[config.mk]
export PLATFORM = sky130hd
export DESIGN_NAME = nvc_command_control
export DESIGN_NICKNAME = d
export VERILOG_FILES = /design/src/rtl/nvc_pkg.sv /design/src/rtl/nvc_array_if.sv /design/src/rtl/nvc_array_engine.sv /design/src/rtl/nvc_command_control.sv
export SDC_FILE = /design/constraint.sdc
export NUM_CORES = 1
export LEC_CHECK = 0
export BUFFER_PORTS_ARGS = -buffer_cell sky130_fd_sc_hd__buf_2
export CORE_MARGIN = 10
export CORE_UTILIZATION = 40
export CTS_CLUSTER_DIAMETER = 150
export DETAILED_ROUTE_END_ITERATION = 10
export PLACE_DENSITY = 0.56
export SYNTH_ARGS = -nofsm -noshare
export SYNTH_HDL_FRONTEND = slang
export SYNTH_SLANG_ARGS = --single-unit
[constraint.sdc]
create_clock -name clk_sys -period 5.01 [get_ports clk_sys]
set_input_delay 0.2505 -clock clk_sys [delete_from_list [all_inputs] [get_ports clk_sys]]
set_output_delay 0.2505 -clock clk_sys [all_outputs]
set_load 0.005 [all_outputs]
[src/rtl/nvc_pkg.sv]
//==================================================================
// Overview of operation
// - bit 11 reads one while controller busy
// - operation runs only when arm bit set
// - eight-bit counter counts executed write cycles
// - read-only 16-bit slices of array contents
`default_nettype none
package nvc_pkg;
    //==================================================================
    // register indices, byte address is four times the index
    localparam logic [9:0] NVC_IDX_SLICE80 = 10'h059; // read slice 80..95
    localparam logic [9:0] NVC_IDX_SLICE96 = 10'h05A; // read slice 96..111
    localparam logic [9:0] NVC_IDX_CMD = 10'h05B; // command and control
    localparam logic [9:0] NVC_IDX_UNLOCK = 10'h05C; // write-only unlock
    localparam logic [9:0] NVC_IDX_WDATA = 10'h060; // program data word
    localparam logic [9:0] NVC_IDX_WADDR = 10'h061; // program slice index
    localparam int NVC_ADDR_W = 12;
    //==================================================================
    // field layout of the command register
    localparam int NVC_BUSY_BIT = 11;
    localparam int NVC_OP_LSB = 9;
    localparam int NVC_ARM_BIT = 8;
    localparam int NVC_CNT_W = 8;
    localparam logic [1:0] NVC_OP_ERASE = 2'h2;
    localparam logic [1:0] NVC_OP_WRITE = 2'h3;
    localparam int NVC_REG_W = 18;
    localparam int NVC_SLICE_W = 16;
    localparam int NVC_SLICES = 7;
    localparam int NVC_SADDR_W = 3;
    localparam logic [NVC_REG_W-1:0] NVC_RESET_VAL = 18'h00000;
    localparam logic [NVC_SLICE_W-1:0] NVC_ERASED = 16'h0000;
    // unlock key, value is arbitrary
    localparam logic [NVC_REG_W-1:0] NVC_UNLOCK_KEY = 18'h2A5C3;
    //==================================================================
    // timing
    localparam int NVC_CLK_MHZ = 25;
    localparam int NVC_ERASE_US = 20;
    localparam int NVC_WRITE_US = 10;
    localparam int NVC_ERASE_CYC = NVC_ERASE_US * NVC_CLK_MHZ;
    localparam int NVC_WRITE_CYC = NVC_WRITE_US * NVC_CLK_MHZ;
    localparam int NVC_TMR_W = 10;
endpackage
`default_nettype wire

[src/rtl/nvc_array_if.sv]
`timescale 1ns/1ps
`default_nettype none
//==================================================================
// link between register front end and array engine
interface nvc_array_if;
    import nvc_pkg::*;
    logic start; // one-cycle launch
    logic opErase; // erase when high, write when low
    logic [NVC_SADDR_W-1:0] wrAddr; // slice to program
    logic [NVC_SLICE_W-1:0] wrData; // word to program
    logic busy; // operation in progress
    logic done; // one-cycle end of operation
    logic [NVC_SLICE_W-1:0] slice80; // array bits 80..95
    logic [NVC_SLICE_W-1:0] slice96; // array bits 96..111
    modport ctrl (output start, opErase, wrAddr, wrData, input busy, done, slice80, slice96);
    modport eng (input start, opErase, wrAddr, wrData, output busy, done, slice80, slice96);
endinterface
`default_nettype wire

[src/rtl/nvc_array_engine.sv]
`timescale 1ns/1ps
`default_nettype none
//==================================================================
// array model with timed erase and write
module nvc_array_engine
    import nvc_pkg::*;
(
    // clock and reset
    input wire logic clk_sys,
    input wire logic rstn,
    // command side
    nvc_array_if.eng arr
);
    typedef enum logic {NVC_IDLE, NVC_RUN} nvc_st_e;
    typedef struct packed {
        nvc_st_e st; // engine phase
        logic erase; // operation being run
        logic [NVC_SADDR_W-1:0] addr; // target slice
        logic [NVC_SLICE_W-1:0] data; // word being programmed
        logic [NVC_TMR_W-1:0] tmr; // cycles left
        logic done; // end pulse
        logic [NVC_SLICES-1:0][NVC_SLICE_W-1:0] mem; // cell contents
    } nvc_eng_s;
    nvc_eng_s state_reg;
    nvc_eng_s state_next;

    //==================================================================
    // next state
    always_comb begin
        state_next = state_reg;
        state_next.done = 1'b0;
        case (state_reg.st)
            NVC_IDLE: begin
                if (arr.start) begin
                    state_next.st = NVC_RUN;
                    state_next.erase = arr.opErase;
                    state_next.addr = arr.wrAddr;
                    state_next.data = arr.wrData;
                    // erase is the slower cycle on the cells
                    state_next.tmr = arr.opErase ? NVC_TMR_W'(NVC_ERASE_CYC - 1) : NVC_TMR_W'(NVC_WRITE_CYC - 1);
                end
            end
            NVC_RUN: begin
                if (state_reg.tmr == '0) begin
                    // contents change only at the end of the cycle
                    state_next.st = NVC_IDLE;
                    state_next.done = 1'b1;
                    if (state_reg.erase) begin
                        for (int i = 0; i < NVC_SLICES; i++) begin
                            state_next.mem[i] = NVC_ERASED;
                        end
                    end else if (state_reg.addr < NVC_SADDR_W'(NVC_SLICES)) begin
                        state_next.mem[state_reg.addr] = state_reg.data;
                    end
                end else begin
                    state_next.tmr = state_reg.tmr - 1'b1;
                end
            end
            default: begin
                state_next.st = NVC_IDLE;
            end
        endcase
    end

    //==================================================================
    // state register
    always_ff @(posedge clk_sys or negedge rstn) begin
        if (!rstn) begin
            state_reg <= '0;
        end else begin
            state_reg <= state_next;
        end
    end

    assign arr.busy = (state_reg.st == NVC_RUN);
    assign arr.done = state_reg.done;
    assign arr.slice80 = state_reg.mem[5];
    assign arr.slice96 = state_reg.mem[6];
endmodule // nvc_array_engine
`default_nettype wire

[src/rtl/nvc_command_control.sv]
// Local design decision: the APB interface to the registers.
`timescale 1ns/1ps
`default_nettype none
//==================================================================
// non-volatile array command control, APB slave
module nvc_command_control
    import nvc_pkg::*;
(
    // clock and reset
    input wire logic clk_sys,
    input wire logic rstn,
    // apb slave
    input wire logic psel,
    input wire logic penable,
    input wire logic pwrite,
    input wire logic [NVC_ADDR_W-1:0] paddr,
    input wire logic [31:0] pwdata,
    output logic [31:0] prdata,
    output logic pready,
    output logic pslverr
);
    typedef struct packed {
        logic [1:0] opSel; // array_op_select
        logic arm; // array_op_arm
        logic unlocked; // key accepted
        logic [NVC_CNT_W-1:0] count; // write_cycle_count
        logic [NVC_SLICE_W-1:0] wData; // word to program
        logic [NVC_SADDR_W-1:0] wAddr; // slice to program
        logic start; // launch pulse to engine
        logic startErase; // operation of the launch
        logic runWrite; // running op is a write
        logic [31:0] rdata; // read data held for access phase
    } nvc_top_s;
    nvc_top_s state_reg;
    nvc_top_s state_next;

    nvc_array_if arr ();

    nvc_array_engine u_engine (
        .clk_sys(clk_sys),
        .rstn(rstn),
        .arr(arr)
    );

    //==================================================================
    // address decode
    logic [9:0] regIdx; // word index of the access
    logic mapped; // address hits a register
    logic setup; // apb setup phase
    logic access; // apb access phase
    logic wrCmd; // write taking effect on command register
    logic [NVC_REG_W-1:0] cmdView; // command register as read
    logic [31:0] rdMux; // read value for the decoded register

    assign regIdx = paddr[NVC_ADDR_W-1:2];
    assign setup = psel & ~penable;
    assign access = psel & penable;
    assign wrCmd = access & pwrite & (regIdx == NVC_IDX_CMD);

    // command register view, bits above 11 read zero
    always_comb begin
        cmdView = NVC_RESET_VAL;
        cmdView[NVC_BUSY_BIT] = arr.busy;
        cmdView[NVC_OP_LSB +: 2] = state_reg.opSel;
        cmdView[NVC_ARM_BIT] = state_reg.arm;
        cmdView[NVC_CNT_W-1:0] = state_reg.count;
    end

    // read mux, unlock and unmapped words read zero
    always_comb begin
        rdMux = 32'h00000000;
        mapped = 1'b1;
        case (regIdx)
            NVC_IDX_SLICE80: rdMux = {16'h0000, arr.slice80};
            NVC_IDX_SLICE96: rdMux = {16'h0000, arr.slice96};
            NVC_IDX_CMD: rdMux = {14'h0000, cmdView};
            NVC_IDX_UNLOCK: rdMux = 32'h00000000;
            NVC_IDX_WDATA: rdMux = {16'h0000, state_reg.wData};
            NVC_IDX_WADDR: rdMux = {29'h00000000, state_reg.wAddr};
            default: mapped = 1'b0;
        endcase
    end

    //==================================================================
    // next state
    always_comb begin
        state_next = state_reg;
        state_next.start = 1'b0;
        // capture read data in setup so prdata comes from a flop
        if (setup && !pwrite) begin
            state_next.rdata = rdMux;
        end
        // end of operation disarms, a new arm is needed for the next one;
        // done comes while busy is already low, so it is handled before the
        // command write below, letting a launch in the same cycle win
        if (arr.done) begin
            state_next.arm = 1'b0;
            if (state_reg.runWrite) begin
                state_next.count = state_reg.count + 1'b1;
            end
        end
        // fields cannot change under a running operation
        if (wrCmd && !arr.busy && !state_reg.start) begin
            state_next.opSel = pwdata[NVC_OP_LSB +: 2];
            state_next.arm = pwdata[NVC_ARM_BIT];
            // launch only armed, unlocked, erase or write codes
            if (pwdata[NVC_ARM_BIT] && pwdata[NVC_OP_LSB + 1] && state_reg.unlocked) begin
                state_next.start = 1'b1;
                state_next.startErase = (pwdata[NVC_OP_LSB +: 2] == NVC_OP_ERASE);
                state_next.runWrite = (pwdata[NVC_OP_LSB +: 2] == NVC_OP_WRITE);
                // key is single use, each operation needs a fresh unlock
                state_next.unlocked = 1'b0;
            end
        end
        if (access && pwrite && regIdx == NVC_IDX_UNLOCK) begin
            state_next.unlocked = (pwdata[NVC_REG_W-1:0] == NVC_UNLOCK_KEY);
        end
        if (access && pwrite && regIdx == NVC_IDX_WDATA && !arr.busy) begin
            state_next.wData = pwdata[NVC_SLICE_W-1:0];
        end
        if (access && pwrite && regIdx == NVC_IDX_WADDR && !arr.busy) begin
            state_next.wAddr = pwdata[NVC_SADDR_W-1:0];
        end
    end

    //==================================================================
    // state register
    always_ff @(posedge clk_sys or negedge rstn) begin
        if (!rstn) begin
            state_reg <= '0;
        end else begin
            state_reg <= state_next;
        end
    end

    //==================================================================
    // engine and bus outputs
    assign arr.start = state_reg.start;
    assign arr.opErase = state_reg.startErase;
    assign arr.wrAddr = state_reg.wAddr;
    assign arr.wrData = state_reg.wData;
    assign prdata = state_reg.rdata;
    assign pready = access; // zero wait states
    assign pslverr = access & ~mapped;
endmodule // nvc_command_control
`default_nettype wire

# [Yosys cells after proc, flatten, opt, wreduce, memory -nomap -nowiden]
# Index checks and enable logic that the tools add are counted.
[classes] n_lt_le_gt_ge=3 addsub=2 n_mux=21 reduce_logical=27 bitwise=8 eq_ne=11
[ops] op="$mux 113" n=2
[ops] op="$mux 112" n=2
[ops] op="$bwmux 112" n=1
[ops] op="$pmux 16 s5" n=1
[ops] op="$eq 10x7->1 const B" n=6
[ops] op="$demux 16 s3" n=1
[ops] op="$mux 31" n=1
[ops] op="$pmux 10 s2" n=1
[ops] op="$eq 18x18->1 const B" n=1
[ops] op="$mux 16" n=1
[ops] op="$logic_and 1x1->1" n=12
[ops] op="$logic_not 10->1" n=1
[ops] op="$mux 10" n=1
[ops] op="$reduce_and 2->1" n=5
[ops] op="$sub 10x1->10 const B" n=1
[ops] op="$mux 9" n=1
[ops] op="$add 8x1->8 const B" n=1
[ops] op="$reduce_bool 2->1" n=4
[ops] op="$mux 3" n=2
[ops] op="$reduce_or 6->1" n=1
[ops] op="$and 1x1->1" n=5
[ops] op="$mux 1" n=5
[ops] op="$eq 2x2->1 const B" n=2
[ops] op="$lt 3x4->1 const B" n=1
[ops] op="8 further kinds" n=13
[totals] ff_bits=210

# [Logic depth before layout (Yosys ltp)]
[logic_depth] depth_word=9 ltp_mapped=7 ltp_nobuf=6

# [Modules after synthesis]
# Synthesis repeated with hierarchy kept, for this count alone.
[unflattened] cells_unflattened=555 hier_area_um2=5894.4
[by_module_without_submodules] mod="nvc_array_engine" cells_each=286 area_per_inst_um2=2997.9 n_inst=1 seq_area_each_um2=1601.5
[by_module_without_submodules] mod="nvc_command_control" cells_each=269 area_per_inst_um2=2896.5 n_inst=1 seq_area_each_um2=1251.2

# [Worst setup path before layout]
# OpenSTA, ideal clock, no wires.
[synth_timing] kind="reg-to-reg" from="register u_engine.state_reg[113] in the netlist's numbering" to="register u_engine.state_reg (netlist bit u_engine.arr.slice96[0])" path_stages_with_launch=8 arrival_time_ps=1754 setup_ps=121 path_slack_ps=3135 path_buffers=1 cell_sequence="dfrtp_1 -> inv_1 -> ha_1 -> nor4b_4 -> nand4_2 -> o21bai_1 -> buf_2 -> a22o_1"
[synth_via] elab_chain_cells=2
[synth_rtl] element="start: declaration" line="nvc_array_engine.sv:24" text="nvc_eng_s state_reg;"
[synth_rtl] element="start signal: assignment" line="nvc_array_engine.sv:71" text="state_reg <= state_next;"
[synth_rtl] element="$logic_not 10->1" line="nvc_array_engine.sv:44" text="if (state_reg.tmr == '0) begin"
[synth_rtl] element="$reduce_and 3->1 (no line)"
# No other way between the ends.
# A chain may end at the register's enable or synchronous reset.

# [Final worst setup path]
[layout_timing] from="register u_engine.state_reg[113] in the netlist's numbering" to="register u_engine.state_reg (netlist bit u_engine.arr.slice96[3])"
# Same word-level chain as after synthesis.

==> summary.txt <==
clk root buf: clkbuf_16
largest net degree at the start of global routing: 67
final clock skew: 0.008485 ns
fin nets: 612
Cell Area, Synth: 5642 um^2
die height: 138.8 um
I/O Buffers: 50
CP Capture Type: flop
Worst Path Required: 5.36 ns
Mapped Cells: 525
layout cells sized above 1: 0.2387
Max Cap Viol: 0
Switching Fraction: 0.2041
Slew Viols, Final: 0
# DRC: 0
Clock Latency Late Sink: 0.42 ns
Setup TNS: 0 ns
vias in the first global route: 4,167
CP top delay family: simple AND/OR/NAND/NOR gates
area grow syn2layout: 15.81%
CP Capture Point: u_engine.arr.slice96[3]
Setup violations, final: 0
buffers and inverters on the worst path: 1
global route total overflow: 0
hold slack: 0.06895 ns
CP Class: flop to flop
Seq pwr share: 0.397
post-layout util: 0.4725
run status: finished, final reports clean
CTS clk-pin slew, worst paths: 0.06 ns
clock tree from TritonCTS: yes
postcts setup bufs: 0
Async SR Flop Fraction: 1.000
Register-to-Register Path Depth: 6
io pins: 83
area share of the largest cell type after synthesis: 0.5057
Initial Utilization: 0.4080
pwr/cell area: 361.7 nW/um^2
R2R Setup Slk: 2.48 ns
H-tree depth: 4
RR Startpoint: u_engine.state_reg[113]
Post-synth EDFFs: 0
Routed Antenna Nets: 0
Worst path slowest cell: nor4_4
Synth Area per Inst: 10.75 um^2
Finished Cell Area: 6534 um^2
CORE AREA: 13,830 um^2
Setup crit start: u_engine.state_reg[113]
gpl congestion: 0.8139
routed vias/inst: 5.430
sequential share of the synthesized area: 0.5057
final hold violations: 0
Place WS: 2.353 ns
Clk pwr share: 0.564
DR iter-0 viols: 279
crit-path max cell delay: 1.00 ns
full die area: 19,250 um^2
# rows: 43
Total Power: 2.363 mW
Combinational Power Share: 0.039
Ys Warns: 0
total routed wirelength: 14,610 um
CTS buffer count: 17
dominant synthesized flop cell: dfrtp_1
Fmax achieved: 395.5 MHz
worst endpoint data arrival time: 2.88 ns
Lkg Pwr: 3.294 nW
slew margin rel.: 0.1984
diodes inserted: 0
routed length per placed instance: 19.38 um
Synth top cells by count: dfrtp_1 (114), nand2_1 (79), nor2_1 (62)
Tightest Hold Check Type: primary input to flop
NetSw: 0.4823 mW
Worst-Margin Slew: 1.196 ns
DP HPWL: 9943 um
synth unique cells: 61
worst vdd rail ir drop: 0.2336 mV
Die X: 138.8 um
top cells by area, synth: dfrtp_1 (51%), mux2_2 (5.6%), nand2_1 (5.3%), a22o_1 (4.7%), buf_4 (4.5%)
R2R Path End: u_engine.arr.slice96[3]
RSZ-0062 raised after global routing: false
Total Routing Usage GR: 0.1551
Synth area leader: dfrtp_1
CTS Buffer Depth: 2
WP depth: 6
vias: 4,094
Post-CTS Resized: 0
top-count cell post-synth: dfrtp_1
CP Launch Type: flop
P_int: 1.881 mW
initial antenna violation count: 0
period utilization: 0.5047
critical path, cell by cell: inv_1 -> ha_1 -> nor4b_4 -> nand4_2 -> nor4_4 -> a22o_1
post-route setup slack: 2.481 ns
CP Max Fanout: 16
final cell count without fillers: 754
max reg flops: 30
first-pass GRT wire length: 23,750 um
clock net sink count: 114
# placed instances: 721
Yosys reg bits: 114
drt first pass iters: 4
Tmin final: 2.529 ns
DP Area: 5871 um^2
-- cells by family (layout without fill, tap and decap cells) --
kind of cell,after synthesis,in the layout,share of synthesized area
xor+xnor,7,7,0.01087
compound gates,92,92,0.1302
simple gates,203,203,0.1859
flops,114,114,0.5057
fa+ha+maj,2,2,0.004435
mux,45,45,0.09492
buf+inv,61,95,0.06742
other cells,1,16,0.0006647
-- what timing repair did --
item,CTS,global route
hold buffers,1,0
endpoints found under the setup margin,0,0
endpoints found under the hold margin,63,0
-- placed cells by master, fill, tap and decap left out, types with 7 or more instances in the layout --
cell type / synthesis / final
a22oi_1: 7 / 7
mux2_4: 10 / 10
buf_2: 7 / 49
buf_4: 34 / 7
a22o_1: 30 / 30
nor2_1: 62 / 62
mux2i_1: 7 / 7
conb_1: 1 / 16
a221oi_1: 7 / 7
o22a_1: 16 / 16
clkbuf_16: 0 / 17
nand2_1: 79 / 79
dfrtp_1: 114 / 114
o21ai_0: 8 / 8
mux2_2: 28 / 28
-- area by class of cell --
cell class | instances | area (um^2)
flip-flops and latches | 114 | 2853
inverters | 6 | 22.52
fillers | 1289 | 7293
well taps | 180 | 225.2
multi-input cells | 365 | 2472
repair buffers | 57 | 307.8
clock buffers | 22 | 474.2
clock inverters | 10 | 178.9
-- power groups by stage --
| stage | logic (mW) | registers [mW] | clock network (mW) |
|---|---|---|---|
| final | 0.0933 | 0.937 | 1.33 |
| after global routing | 0.106 | 0.938 | 1.40 |
| after CTS | 0.0955 | 0.937 | 1.35 |
| after detailed placement | 0.0946 | 0.953 | 0 |
| after global placement | 0.0942 | 0.952 | 0 |
| after floorplan | 0.0576 | 0.952 | 0 |
-- per-layer routing --
layer | vias up | global-route usage | routed length (um)
li1 | 1915 | - | -
met1 | 2043 | 0.2030 | 6715
met2 | 123 | 0.2371 | 6880
met3 | 13 | 0.04692 | 875
met4 | 0 | 0.05546 | 139
met5 | - | 0 | 0
-- how the worst min path moves through the flow --
| stage | from | to | cells past startpoint |
|---|---|---|---|
| 5_1_grt | pwdata[11] | arr.wrData[11] | 2 |
| 4_1_cts | pwdata[13] | arr.wrData[13] | 2 |
| 2_1_floorplan | rstn | arr.opErase | 0 |
| 3_3_place_gp | rstn | u_engine.state_reg[117] | 1 |
| 3_5_place_dp | rstn | u_engine.state_reg[117] | 1 |
| 6_report | pwdata[13] | arr.wrData[13] | 2 |
Note: power is estimated with default switching activity, not from simulation.
